--- config.mk ---
export PLATFORM = sky130hd
export DESIGN_NAME = pdf_periodic_fields
export DESIGN_NICKNAME = d
export VERILOG_FILES = /design/src/pdf_pkg.sv /design/src/pdf_fields_if.sv /design/src/pdf_dw0_decode.sv /design/src/pdf_periodic_fields.sv
export SDC_FILE = /design/constraint.sdc
export NUM_CORES = 1
export LEC_CHECK = 0
export ABC_CLOCK_PERIOD_IN_PS = 6900
export BUFFER_PORTS_ARGS = -buffer_cell sky130_fd_sc_hd__buf_2
export CAP_MARGIN = 40
export CORE_UTILIZATION = 30
export CTS_CLUSTER_DIAMETER = 30
export DETAILED_ROUTE_END_ITERATION = 10
export PLACE_DENSITY = 0.63
export SLEW_MARGIN = 20
export SYNTH_ARGS = -nofsm -noshare
export SYNTH_HDL_FRONTEND = slang
export SYNTH_SLANG_ARGS = --single-unit
export TNS_END_PERCENT = 1
--- constraint.sdc ---
create_clock -name clk -period 6.9 [get_ports clk]
set_input_delay 0 -clock clk [delete_from_list [all_inputs] [get_ports clk]]
set_output_delay 0 -clock clk [all_outputs]
set_load 0.01 [all_outputs]
--- src/pdf_pkg.sv ---
// Package for the periodic descriptor field decoder.
// Assumes descriptors arrive as 32-bit dwords in the controller core clock domain.
package pdf_pkg;
  // First dword field positions
  localparam int EP_LOW_BIT = 31;
  localparam int MULT_HI = 30;
  localparam int MULT_LO = 29;
  localparam int MAXP_HI = 28;
  localparam int MAXP_LO = 18;
  localparam int LEN_HI = 17;
  localparam int LEN_LO = 3;
  localparam int VALID_BIT = 0;
  // Limits
  localparam logic [10:0] MAXP_ISO_LIMIT = 11'h400;
  localparam logic [14:0] LEN_LIMIT = 15'h7fff;
  // Interrupt descriptor: fifth dword mask and result fields, count width and microframes
  localparam int MASK_W = 8;
  localparam int RES_W = 3;
  localparam int RES_BASE = 8;
  localparam int CNT_W = 12;
  localparam int UFRAMES = 8;
  // Execution states
  typedef enum logic [3:0] {
    PDF_IDLE = 4'b0001,
    PDF_RUN = 4'b0010,
    PDF_DONE = 4'b0100,
    PDF_FAIL = 4'b1000
  } pdf_state_t;
endpackage : pdf_pkg

--- src/pdf_fields_if.sv ---
// Interface carrying decoded first-dword fields to the execution logic.
// Assumes one core clock domain.
`timescale 1ns/1ps
interface pdf_fields_if;
  logic ep_low; // Endpoint low bit
  logic [1:0] mult; // Packet multiplier
  logic [10:0] maxp; // Max packet bytes
  logic [14:0] len; // Bytes to move
  logic valid; // Descriptor active
  logic maxp_ok; // Max packet within isochronous limit
  modport src (output ep_low, mult, maxp, len, valid, maxp_ok);
  modport dst (input ep_low, mult, maxp, len, valid, maxp_ok);
endinterface : pdf_fields_if

--- src/pdf_dw0_decode.sv ---
// Decoder for the first descriptor dword.
// Assumes dword is stable while it is decoded; purely combinational.
`timescale 1ns/1ps
module pdf_dw0_decode (
  input wire logic [31:0] dw0,
  pdf_fields_if.src f
);
  assign f.ep_low = dw0[pdf_pkg::EP_LOW_BIT];
  assign f.mult = dw0[pdf_pkg::MULT_HI:pdf_pkg::MULT_LO];
  assign f.maxp = dw0[pdf_pkg::MAXP_HI:pdf_pkg::MAXP_LO];
  assign f.len = dw0[pdf_pkg::LEN_HI:pdf_pkg::LEN_LO];
  assign f.valid = dw0[pdf_pkg::VALID_BIT];
  // Bits 2..1 are never looked at
  assign f.maxp_ok = (f.maxp <= pdf_pkg::MAXP_ISO_LIMIT);
endmodule : pdf_dw0_decode

--- src/pdf_periodic_fields.sv ---
// Contract
// - Endpoint low bit taken from bit 31
// - Bits 30:29 give back-to-back packet count
// - Bits 28:18 max packet, up to 1024
// - Bits 17:3 total length, below 32 kB
// - Clear valid on completion or fatal error
// - Fifth dword: eight results and mask
// - Dwords six to eight pack counts
//
// Top of the periodic descriptor field block: decodes the first dword,
// tracks execution, writes back the cleared valid bit, and packs the
// interrupt descriptor status and count dwords.
// Assumes the transaction engine reports each packet and any fatal error.
// Assumes the mask is presented with load; a load while busy only refreshes it.
// Limitation: a dword offered while busy is dropped, so software must wait.
`timescale 1ns/1ps
module pdf_periodic_fields #(
  parameter int UF = 8 // Microframes per frame
) (
  input wire logic clk,
  input wire logic rst,
  input wire logic load, // Pulse: dw0 and dw1 are presented
  input wire logic [31:0] dw0, // First descriptor dword
  input wire logic [2:0] ep_high, // Upper endpoint bits from second dword
  input wire logic pkt_done, // Pulse: one packet finished
  input wire logic [10:0] pkt_bytes, // Bytes in that packet
  input wire logic fatal_err, // Pulse: fatal error
  input wire logic [7:0] uf_mask_in, // Scheduled microframes
  input wire logic uf_rec, // Pulse: record a microframe result
  input wire logic [2:0] uf_sel, // Which microframe
  input wire logic [2:0] uf_result, // Result code
  input wire logic [11:0] uf_count, // Bytes received
  output logic [3:0] endpoint_number, // Full endpoint address
  output logic [1:0] packet_multiplier,
  output logic [10:0] max_packet_bytes,
  output logic [14:0] bytes_to_move,
  output logic busy, // Executing
  output logic bad_maxp, // Max packet above limit
  output logic issue_ok, // Another packet may be issued now
  output logic [14:0] bytes_moved, // Running byte total
  output logic wb_strobe, // Pulse: write back dword 0
  output logic [31:0] wb_dw0, // Dword 0 with valid cleared
  output logic [31:0] dw4_out, // Fifth interrupt dword
  output logic [31:0] dw5_out,
  output logic [31:0] dw6_out,
  output logic [31:0] dw7_out
);
  pdf_fields_if f ();
  pdf_pkg::pdf_state_t state_reg, state_next;
  logic [31:0] dw0_reg; // Latched descriptor dword
  logic [1:0] pkt_cnt_reg; // Packets issued this execution
  logic [14:0] moved_reg;
  logic [2:0] res_reg [UF]; // Per-microframe result
  logic [11:0] cnt_reg [UF]; // Per-microframe received bytes
  logic [7:0] mask_reg;
  logic [95:0] cnt_flat;

  pdf_dw0_decode u_dec (
    .dw0(dw0_reg),
    .f(f)
  );

  // Decoded outputs held in dw0_reg come from flip-flops; the upper endpoint bits come live from ep_high
  assign endpoint_number = {ep_high, f.ep_low};
  assign packet_multiplier = f.mult;
  assign max_packet_bytes = f.maxp;
  assign bytes_to_move = f.len;
  assign bad_maxp = ~f.maxp_ok;
  assign busy = (state_reg == pdf_pkg::PDF_RUN);
  assign bytes_moved = moved_reg;

  // Named decodes of the state register and the event pulses
  wire in_idle = (state_reg == pdf_pkg::PDF_IDLE); // Free to take a descriptor
  wire take_load = load && in_idle; // Dword accepted into the latch
  wire start_run = take_load && dw0[pdf_pkg::VALID_BIT]; // Only an active dword starts work
  // Either exit path of a run
  wire ending = (state_next == pdf_pkg::PDF_DONE) || (state_next == pdf_pkg::PDF_FAIL);
  wire count_pkt = busy && pkt_done; // Packet belongs to this execution
  wire desc_live = f.valid; // Latched valid bit, high for the whole run
  wire rec_hit = uf_rec && mask_reg[uf_sel]; // Unscheduled microframes record nothing
  // Sum one bit wider, so the carry shows an overflow instead of wrapping
  wire [15:0] sum_wide = {5'h00, pkt_bytes} + {1'b0, moved_reg};
  wire [14:0] moved_sum = sum_wide[15] ? pdf_pkg::LEN_LIMIT : sum_wide[14:0];
  wire [2:0] cnt_plus = {1'b0, pkt_cnt_reg} + 3'h1; // Packets issued including this one
  // Last packet: multiplier count reached or the length used up
  wire last_pkt = pkt_done && ((cnt_plus >= {1'b0, f.mult})
    || (sum_wide >= {1'b0, f.len}));

  // Multiplier zero still lets one packet through; a zero field is malformed
  assign issue_ok = busy && desc_live
    && (pkt_cnt_reg < f.mult || (f.mult == 2'h0 && pkt_cnt_reg == 2'h0))
    && (moved_reg < f.len);

  // Next-state logic; fatal error wins over completion
  always_comb
  begin
    state_next = state_reg;
    case (state_reg)
      pdf_pkg::PDF_IDLE:
      begin
        // Only a valid descriptor starts work; software owns that bit
        if (start_run)
          state_next = pdf_pkg::PDF_RUN;
      end
      pdf_pkg::PDF_RUN:
      begin
        if (fatal_err)
          state_next = pdf_pkg::PDF_FAIL;
        else if (last_pkt)
          state_next = pdf_pkg::PDF_DONE;
      end
      pdf_pkg::PDF_DONE:
      begin
        // One cycle in which the write-back strobe stands
        state_next = pdf_pkg::PDF_IDLE;
      end
      pdf_pkg::PDF_FAIL:
      begin
        // Aborted run leaves the same way as a finished one
        state_next = pdf_pkg::PDF_IDLE;
      end
      default:
      begin
        // Stray code from an upset falls back to idle
        state_next = pdf_pkg::PDF_IDLE;
      end
    endcase
  end

  // State register
  always_ff @(posedge clk or posedge rst)
  begin
    if (rst)
      state_reg <= pdf_pkg::PDF_IDLE;
    else
      state_reg <= state_next;
  end

  // Descriptor latch, cleared valid on both exit paths
  always_ff @(posedge clk or posedge rst)
  begin
    if (rst)
      dw0_reg <= 32'h0;
    else if (take_load)
      dw0_reg <= dw0;
    else if (ending)
      dw0_reg[pdf_pkg::VALID_BIT] <= 1'b0;
  end

  // Packet and byte counters
  always_ff @(posedge clk or posedge rst)
  begin
    if (rst)
    begin
      pkt_cnt_reg <= 2'h0;
      moved_reg <= 15'h0;
    end
    else if (take_load)
    begin
      pkt_cnt_reg <= 2'h0;
      moved_reg <= 15'h0;
    end
    else if (count_pkt)
    begin
      pkt_cnt_reg <= pkt_cnt_reg + 2'h1;
      // Saturate at the field limit rather than wrap
      moved_reg <= moved_sum;
    end
  end

  // Write-back pulse in the cycle the cleared valid bit first shows
  always_ff @(posedge clk or posedge rst)
  begin
    if (rst)
      wb_strobe <= 1'b0;
    else
      wb_strobe <= ending;
  end
  assign wb_dw0 = dw0_reg;

  // Interrupt descriptor per-microframe store
  always_ff @(posedge clk or posedge rst)
  begin
    if (rst)
    begin
      mask_reg <= 8'h0;
      for (int i = 0; i < UF; i++)
      begin
        res_reg[i] <= 3'h0;
        cnt_reg[i] <= 12'h0;
      end
    end
    else
    begin
      if (load)
        mask_reg <= uf_mask_in;
      // Only scheduled microframes record anything
      if (rec_hit)
      begin
        res_reg[uf_sel] <= uf_result;
        cnt_reg[uf_sel] <= uf_count;
      end
    end
  end

  // Pack results above the mask in the fifth dword
  always_comb
  begin
    dw4_out = 32'h0;
    dw4_out[pdf_pkg::MASK_W-1:0] = mask_reg;
    for (int i = 0; i < UF; i++)
      dw4_out[pdf_pkg::RES_BASE + i*pdf_pkg::RES_W +: pdf_pkg::RES_W] = res_reg[i];
  end

  // Counts run contiguous across dwords six to eight, some split
  always_comb
  begin
    cnt_flat = 96'h0;
    for (int i = 0; i < UF; i++)
      cnt_flat[i*pdf_pkg::CNT_W +: pdf_pkg::CNT_W] = cnt_reg[i];
  end
  assign dw5_out = cnt_flat[31:0];
  assign dw6_out = cnt_flat[63:32];
  assign dw7_out = cnt_flat[95:64];
  // Count 2 straddles dwords six and seven, count 5 straddles seven and eight;
  // packing from one flat vector keeps both splits right without special cases.
  // Limitation: the flat vector and the dword split assume eight microframes.
endmodule : pdf_periodic_fields

# Word level (Yosys, flattened, before mapping)
# Index checks and enable logic that the tools add are counted.
dict set report totals {
  register_bits 182
  in_bits 78
  word_cells 76
  out_inout_bits 211
}
dict set report classes {
  order_cmp 8
  n_addsub 3
  n_reduce_logical 17
  bitwise_logic 2
  n_eq_ne 4
  mux 19
}
# cell count
set ops {}
lappend ops {{96-bit bitwise mux} 1}
lappend ops {{15-bit 2-to-1 mux} 3}
lappend ops {{12-bit demux with 3-bit select} 1}
lappend ops {{24-bit bitwise mux} 1}
lappend ops {{11-bit by 15-bit adder with 16-bit output} 1}
lappend ops {{16-bit by 15-bit greater-or-equal comparator with 1-bit output} 1}
lappend ops {{15-bit less-than comparator} 1}
lappend ops {{12-bit 2-to-1 mux} 1}
lappend ops {{4-bit 2-to-1 mux} 3}
lappend ops {{11-bit less-or-equal comparator, second input constant} 1}
lappend ops {{1-bit logical AND} 10}
lappend ops {{3-bit demux with 3-bit select} 1}
lappend ops {{4-bit case mux with 2 select lines} 1}
lappend ops {{4-bit by 1-bit == test with 1-bit output, second input constant} 1}
lappend ops {{4-bit by 2-bit == test with 1-bit output, second input constant} 1}
lappend ops {{4-bit by 3-bit == test with 1-bit output, second input constant} 1}
lappend ops {{4-bit == test, second input constant} 1}
lappend ops {{4-bit greater-or-equal comparator, second input constant} 1}
lappend ops {{2-bit logical NOT} 2}
lappend ops {{3-bit by 4-bit less-than comparator with 1-bit output, second input constant} 1}
lappend ops {{4-bit by 1-bit less-than comparator with 1-bit output, second input constant} 1}
lappend ops {{2-bit 2-to-1 mux} 2}
lappend ops {{3-bit inverter with 4-bit output} 1}
lappend ops {{2-bit nonzero test} 2}
lappend ops {{other kinds (9)} 13}

# Depth between registers and ports, before layout
# Gate-level depths: netlist of the first run.
dict set report logic_depth {
  depth_word 11
  depth_mapped 14
  mapped_depth_nobuf 14
}

# Modules after synthesis
# Synthesis of the first run repeated with hierarchy kept, for this count alone.
dict set report unflattened {
  cells_unflattened 706
  area_unflattened_um2 8544.4
}
# module cells_each n_inst area_per_inst_um2
set modules_own_cells {}
lappend modules_own_cells {pdf_periodic_fields 673 1 8287.9}
lappend modules_own_cells {pdf_dw0_decode 33 1 256.5}

# Worst setup path before layout of the first run
# No wires, ideal clock.
dict set report synth_timing {
  kind {register -> register}
  from {register moved_reg[6] (netlist: bytes_moved[6])}
  to {register state_reg[2]}
  setup_ns 0.120
  path_buffers 0
  setup_slack_ns 3.482
  t_arrival_ns 3.298
  stages_incl_launch_ff 14
  cell_sequence {dfrtp_1 -> ha_1 -> inv_1 -> nor4_1 -> nor3_2 -> o21ai_0 -> xor2_1 -> ha_1 -> a21oi_1 -> o21ai_0 -> a2111oi_0 -> a21oi_1 -> or3_1 -> and3_1}
}
dict set report synth_via {
  elab_chain_cells 7
}
# element line_no
set synth_lines {}
lappend synth_lines {{start, declared} pdf_periodic_fields.sv:52} ;# logic [14:0] moved_reg;
lappend synth_lines {{start signal, assigned} pdf_periodic_fields.sv:167} ;# moved_reg <= moved_sum;
lappend synth_lines {{11-bit by 15-bit adder with 16-bit output} pdf_periodic_fields.sv:82} ;# wire [15:0] sum_wide = {5'h00, pkt_bytes} + {1'b0, moved_reg};
lappend synth_lines {{16-bit by 15-bit greater-or-equal comparator with 1-bit output} pdf_periodic_fields.sv:87} ;# || (sum_wide >= {1'b0, f.len}));
lappend synth_lines {{1-bit logical OR} pdf_periodic_fields.sv:87}
lappend synth_lines {{1-bit logical AND} pdf_periodic_fields.sv:86} ;# wire last_pkt = pkt_done && ((cnt_plus >= {1'b0, f.mult})
lappend synth_lines {{4-bit 2-to-1 mux} pdf_periodic_fields.sv:109} ;# else if (last_pkt)
lappend synth_lines {{4-bit 2-to-1 mux} pdf_periodic_fields.sv:107} ;# if (fatal_err)
lappend synth_lines {{4-bit case mux with 2 select lines} pdf_periodic_fields.sv:98} ;# case (state_reg)
lappend synth_lines {{via state_next[2]} pdf_periodic_fields.sv:49} ;# pdf_pkg::pdf_state_t state_reg, state_next;
lappend synth_lines {{end signal, assigned} pdf_periodic_fields.sv:134} ;# state_reg <= pdf_pkg::PDF_IDLE;
lappend synth_lines {{end signal, assigned} pdf_periodic_fields.sv:136} ;# state_reg <= state_next;
lappend synth_lines {{end, declared} pdf_periodic_fields.sv:49}
# The timed path passes the listed nets, and every way through them passes these cells.
# A chain may end at the register's enable or synchronous reset.

# Final worst setup path of the first run
dict set report layout_timing {
  from {register moved_reg[2] (netlist: bytes_moved[2])}
  to {register state_reg[1]}
}
# Same word-level chain as after synthesis.

==> flow_summary.json, run 1 <==
{
  "syn_area_mm2": 0.00862,
  "crit_required_ns": 7.26,
  "first_global_vias": 6535,
  "hold_slack_ns": 0.0000118,
  "firstDrtPassIters": 5,
  "layout.nets": 1149,
  "wl_per_cell_um": 16.6,
  "grt_antenna_before_repair": 2,
  "drive_gt1_frac": 0.445,
  "rsz0062_at_grt": "no",
  "worst_pin_slew_ns": 0.662,
  "cts_hold_buf": 58,
  "ys_seq_elements": 182,
  "slew_headroom": 0.553,
  "critical_path_buf_inv_count": 1,
  "h-tree-depth": 4,
  "dieWidth_um": 172,
  "synthXorXnorAreaFrac": 0.0132,
  "fin_tns_setup_ns": 0,
  "synth_warnings": 0,
  "min_period_ns": 4.40,
  "synth-main-ff-cell": "dfrtp_1",
  "synthAdderAreaFrac": 0.0699,
  "crit_chain": "ha_1, o21ai_0, nor4_1, nor3_2, o21ai_0, xor2_1, ha_1, a21oi_1, o21ai_0, a2111oi_0, a21oi_1, or3_1, a31oi_1, dlygate4sd3_1",
  "synth_top_family_by_area": "multiplexers",
  "cts-buffers-inserted": 17,
  "rows": 61,
  "final_hold_viol_count": 0,
  "synth_mux_area_frac": 0.174,
  "critPathKind": "flop to flop",
  "crit_arrival_ns": 4.76,
  "ant_nets": 0,
  "status": "finished clean",
  "slowest_stage": "dlygate4sd3_1",
  "ios": 289,
  "final_cell_mix": "buf_2, dfrtp_1, mux2_2",
  "vias_per_cell": 4.68,
  "syn_nets": 839,
  "design.core.area_mm2": 0.0280,
  "nFillCells": 2672,
  "clock-sinks": 182,
  "drc": 0,
  "area_growth_pct": 33.0,
  "die_h_um": 172,
  "drt-total-wl_um": 23500,
  "cts_setup_buffers": 0,
  "clk_pin_slew_ns": 0.08,
  "cap_violations": 0,
  "cp-end-kind": "flop",
  "num_vias": 6635,
  "crit_path_max_fanout": 5,
  "synth_compound_area_frac": 0.0737,
  "yosys.area_share.simple": 0.0860,
  "final_common_cell": "buf_2",
  "initialDrtViolationCount": 330,
  "holdCritPathClass": "primary input to output port",
  "vdd_drop_max_v": 0.000115,
  "postSynthAreaPerCell_um2": 12.1,
  "gp_congestion": 0.860,
  "setup_violations": 0,
  "track_usage": 0.160,
  "cp_top_family": "compound AO/OA/AOI/OAI gates",
  "clk_latency_ns": 0.43,
  "place_hpwl_um": 16700,
  "cts_tree": "done",
  "power.leakage_nw": 5.93,
  "synth_seq_area_share": 0.528,
  "synth-async-reset-ratio": 1.00,
  "grt_max_degree": 109,
  "cts_root_buf": "clkbuf_16",
  "synthCells": 714,
  "slowest_delay_ns": 0.56,
  "synth-edff-count": 0,
  "skew_ns": 0.0249,
  "post_cts_resized": 0,
  "slew_viol_final": 0,
  "initial_core_util": 0.308,
  "min_period_over_period": 0.638,
  "yosys.cell_types.count": 56,
  "die-area_mm2": 0.0294,
  "cts_buffer_depth": 2,
  "powerDensity_mw_per_mm2": 296,
  "crit_top_cell": "o21ai_0",
  "grt_pass1_wl_um": 36100,
  "max_freq_mhz": 227,
  "grt_overflow_total": 0,
  "port-buffer-count": 282,
  "worstSetupStartpointType": "flop"
}
## stage by stage
stage | area, µm² | instances | utilization | total power [mW] | setup WS, ns
2_1_floorplan | 8620 | 714 | - | 2.04 | 1.96
3_3_place_gp | 10200 | 1317 | 0.363 | 2.39 | 3.18
3_5_place_dp | 10300 | 1323 | 0.367 | 2.41 | 3.08
4_1_cts | 11400 | 1413 | 0.408 | 3.44 | 2.56
5_1_grt | 11500 | 1416 | 0.409 | 3.61 | 2.24
6_report | 11500 | 1417 | 0.410 | 3.39 | 2.50
## final cells by class
| class | instances | area [µm²] | share of cell area |
|---|---|---|---|
| Timing Repair Buffer | 352 | 2140 | 0.187 |
| Inverter | 26 | 105 | 0.00916 |
| Antenna cell | 2 | 5.00 | 0.000436 |
| Clock buffer | 18 | 429 | 0.0374 |
| Clock inverter | 14 | 156 | 0.0136 |
| Multi-Input combinational cell | 445 | 3600 | 0.314 |
| Sequential cell | 182 | 4560 | 0.397 |
| Tap cell | 378 | 473 | 0.0412 |
## report_power, final
group | total (mW) | internal [mW] | switching [mW]
Combinational | 0.979 | 0.467 | 0.511
Clock | 0.979 | 0.490 | 0.489
Sequential | 1.43 | 1.30 | 0.137
## kinds of logic after synthesis
logic type      after synthesis
compound gates               98
xor+xnor                     13
fa+ha+maj                    47
flops                       182
buf+inv                      87
simple gates                157
mux                         130
## metal layers
metal,up-vias,wire length [µm],track usage,share of wire
met4,0,284,0.0485,0.012
met5,-,0,0,0
li1,3109,-,-,-
met2,261,11200,0.266,0.48
met3,23,1940,0.0456,0.083
met1,3242,10100,0.200,0.43
## Yosys cell counts (4+ instances only)
cell type	n	area, µm²
a21o_1	8	60.1
a21oi_1	25	125
a2bb2oi_1	9	78.8
and2_1	4	25.0
buf_2	6	30.0
buf_4	35	263
clkbuf_1	19	71.3
dfrtp_1	181	4530
ha_1	45	563
inv_1	26	97.6
mux2_2	118	1330
mux2_4	10	150
nand2_1	90	338
nand3_1	13	65.1
nand4_1	5	31.3
nor2_1	13	48.8
nor3_1	6	30.0
o2111ai_1	5	43.8
o21a_1	4	30.0
o21ai_0	26	130
xnor2_1	9	78.8
xor2_1	4	35.0
## worst paths after layout
kind / start / endpoint / slack, ns / depth (start not counted)
min: ep_high[2] / endpoint_number[3] / 0.00001 / 0
max: bytes_moved[2] / state_reg[1] / 2.50 / 14
min reg2reg: wb_dw0[2] / wb_dw0[2] / 0.48 / 2
min in group asynchronous: rst / dw6_out[6] / 0.11 / 3
max in group asynchronous: rst / dw6_out[13] / 5.71 / 5
max reg2reg: bytes_moved[2] / state_reg[1] / 2.50 / 14
## worst register-to-register path, delay by kind of cell, from the launching register on
kind	cells	cell delay, ns
compound gates	7	1.56
xor+xnor	1	0.21
fa+ha+maj	2	0.63
buf+inv	1	0.56
flops	1	0.42
simple gates	3	0.99
Power figures use the tool's default switching activity.
==> run 2, diff against run 1 <==
--- a/config.mk
+++ b/config.mk
@@ -5,13 +5,13 @@
 export SDC_FILE = /design/constraint.sdc
 export NUM_CORES = 1
 export LEC_CHECK = 0
-export ABC_CLOCK_PERIOD_IN_PS = 6900
+export ABC_CLOCK_PERIOD_IN_PS = 3700
 export BUFFER_PORTS_ARGS = -buffer_cell sky130_fd_sc_hd__buf_2
 export CAP_MARGIN = 40
 export CORE_UTILIZATION = 30
 export CTS_CLUSTER_DIAMETER = 30
 export DETAILED_ROUTE_END_ITERATION = 10
-export PLACE_DENSITY = 0.63
+export PLACE_DENSITY = 0.65
 export SLEW_MARGIN = 20
 export SYNTH_ARGS = -nofsm -noshare
 export SYNTH_HDL_FRONTEND = slang
==> constraint.sdc (replaced) <==
create_clock -name clk -period 3.7 [get_ports clk]
set_input_delay 0 -clock clk [delete_from_list [all_inputs] [get_ports clk]]
set_output_delay 0 -clock clk [all_outputs]
set_load 0.01 [all_outputs]
==> run 2 against run 1 <==
  * Clock power increased by 97%
  * Total power rose by 91%
  * Combinational power rose by 91%
  * Global-route usage is 0.31 points higher
  * Critical path depth stayed put
  * Final cell count increased by 0.42%
  * Via count rose by 1.5%
  * Largest cell class unchanged
  * Critical path type unchanged
==> flow_summary.json, run 2 (same netlist as run 1, synthesis figures left out) <==
{
  "status": "finished clean",
  "dieWidth_um": 172,
  "grt_pass1_wl_um": 36400,
  "worst_pin_slew_ns": 0.662,
  "setup_ws_ns": 0.168,
  "slew_viol_final": 0,
  "ant_nets": 0,
  "power.leakage_nw": 5.97,
  "finish.utilization": 0.414,
  "design.core.area_mm2": 0.0280,
  "initial_core_util": 0.308,
  "rows": 61,
  "port-buffer-count": 282,
  "rsz0062_at_grt": "no",
  "drive_gt1_frac": 0.454,
  "vdd_drop_max_v": 0.000349,
  "crit_required_ns": 4.04,
  "layout.nets": 1157,
  "drc": 0,
  "grt_max_degree": 95,
  "place_area_mm2": 0.0103,
  "track_usage": 0.163,
  "crit_chain": "ha_1, nand2_1, o311ai_0, buf_4, o21a_1, nor2_1, xnor2_1, ha_1, nand2_1, o21ai_0, a2111oi_2, a21oi_1, or3_1, and3_1",
  "clock-sinks": 182,
  "drt-total-wl_um": 24300,
  "firstDrtPassIters": 4,
  "first_global_vias": 6450,
  "final_cell_mix": "buf_2, dfrtp_1, mux2_2",
  "crit_path_max_fanout": 6,
  "gp_congestion": 0.877,
  "skew_ns": 0.0114,
  "die-area_mm2": 0.0294,
  "slew_headroom": 0.558,
  "final_hold_viol_count": 0,
  "min_period_over_period": 0.955,
  "slowest_stage": "dfrtp_1",
  "h-tree-depth": 4,
  "die_h_um": 172,
  "cap_violations": 0,
  "worstSetupStartpointType": "flop",
  "cts_tree": "done",
  "area_growth_pct": 34.4,
  "wl_per_cell_um": 17.1,
  "clk_pin_slew_ns": 0.08,
  "initialDrtViolationCount": 342,
  "max_freq_mhz": 283,
  "nFillCells": 2680,
  "n_antenna_cell": 0,
  "powerDensity_mw_per_mm2": 559,
  "dp_slack_ns": -0.00993,
  "vias_per_cell": 4.73,
  "setup_violations": 0,
  "grt_antenna_before_repair": 0,
  "final_common_cell": "buf_2",
  "holdCritPathClass": "primary input to output port",
  "cts_buffer_depth": 2,
  "ios": 289,
  "slowest_delay_ns": 0.44,
  "num_vias": 6735,
  "dpl.cell_count": 1326,
  "cp-end-kind": "flop",
  "cts_root_buf": "clkbuf_16",
  "p_total_mw": 6.48,
  "critPathKind": "flop to flop",
  "place_hpwl_um": 16900,
  "clk_latency_ns": 0.45,
  "cts-buffers-inserted": 17,
  "layout.cells.non_filler": 1423,
  "fin_area_mm2": 0.0116,
  "grt_overflow_total": 0,
  "crit_arrival_ns": 3.87,
  "min_period_ns": 3.53
}
run 2: cell types whose count changed in the layout (fill, tap and decap cells not counted), sizes merged:
cell         before  now
clkbuf           19   17
dlygate4sd3      58   61
inv              34   33
diode             2    0
clkinv            5    7
buf             293  299
run 2: critical path: cells and delay by family, from the launching register on:
kind | cells | cell delay (ns)
AO/OA/AOI/OAI | 5 | 1.01
adder cells (fa/ha/maj) | 2 | 0.69
buffers and inverters | 1 | 0.19
XOR/XNOR | 1 | 0.23
flip-flops | 1 | 0.44
AND/OR/NAND/NOR | 5 | 0.89
run 2: final timing paths:
| kind | start | endpoint | slack (ns) | cells past startpoint |
|---|---|---|---|---|
| hold reg to reg | wb_dw0[1] | wb_dw0[1] | 0.48 | 2 |
| max in group asynchronous | rst | dw7_out[10] | 2.77 | 4 |
| setup reg to reg | bytes_moved[8] | state_reg[2] | 0.17 | 14 |
| setup / recovery | bytes_moved[8] | state_reg[2] | 0.17 | 14 |
| hold / removal | ep_high[1] | endpoint_number[2] | 0.00001 | 0 |
| min in group asynchronous | rst | dw6_out[14] | 0.10 | 3 |
run 2: layout make-up:
cell class / count / area (µm²) / area share
sequential: 182 / 4560 / 0.393
multi-input combinational: 445 / 3640 / 0.314
timing repair buffer: 360 / 2200 / 0.190
tap: 378 / 473 / 0.0408
clock buffer: 17 / 425 / 0.0367
clock inverter: 15 / 196 / 0.0169
inverter: 26 / 101 / 0.00874
run 2: routing by layer:
layer / vias to the layer above / share of wire / wire length [µm] / global-route usage
li1: 3135 / - / - / -
met1: 3309 / 0.44 / 10600 / 0.208
met2: 260 / 0.47 / 11500 / 0.267
met3: 31 / 0.074 / 1790 / 0.0439
met4: 0 / 0.017 / 403 / 0.0512
met5: - / 0 / 0 / 0
run 2: power breakdown:
group,total (mW),leakage (nW),switching [mW],internal [mW]
registers,2.69,2.30,0.267,2.42
logic,1.87,3.37,0.982,0.885
clock network,1.93,0.300,0.993,0.934
run 2: timing repair:
action	CTS	global route
resized for setup	2	8
hold endpoints to repair	186	0
setup buffers	0	3
endpoints found under the setup margin	2	4
pin swaps	0	2
hold buffers	61	0
run 2: through the flow:
step,setup TNS (ns),hold WS [ns]
after floorplan,0,0.0522
after global placement,0,0.0000686
after detailed placement,-0.0118,0.0000686
after CTS,0,0.0000686
after global routing,0,0.0000494
final,0,0.0000149
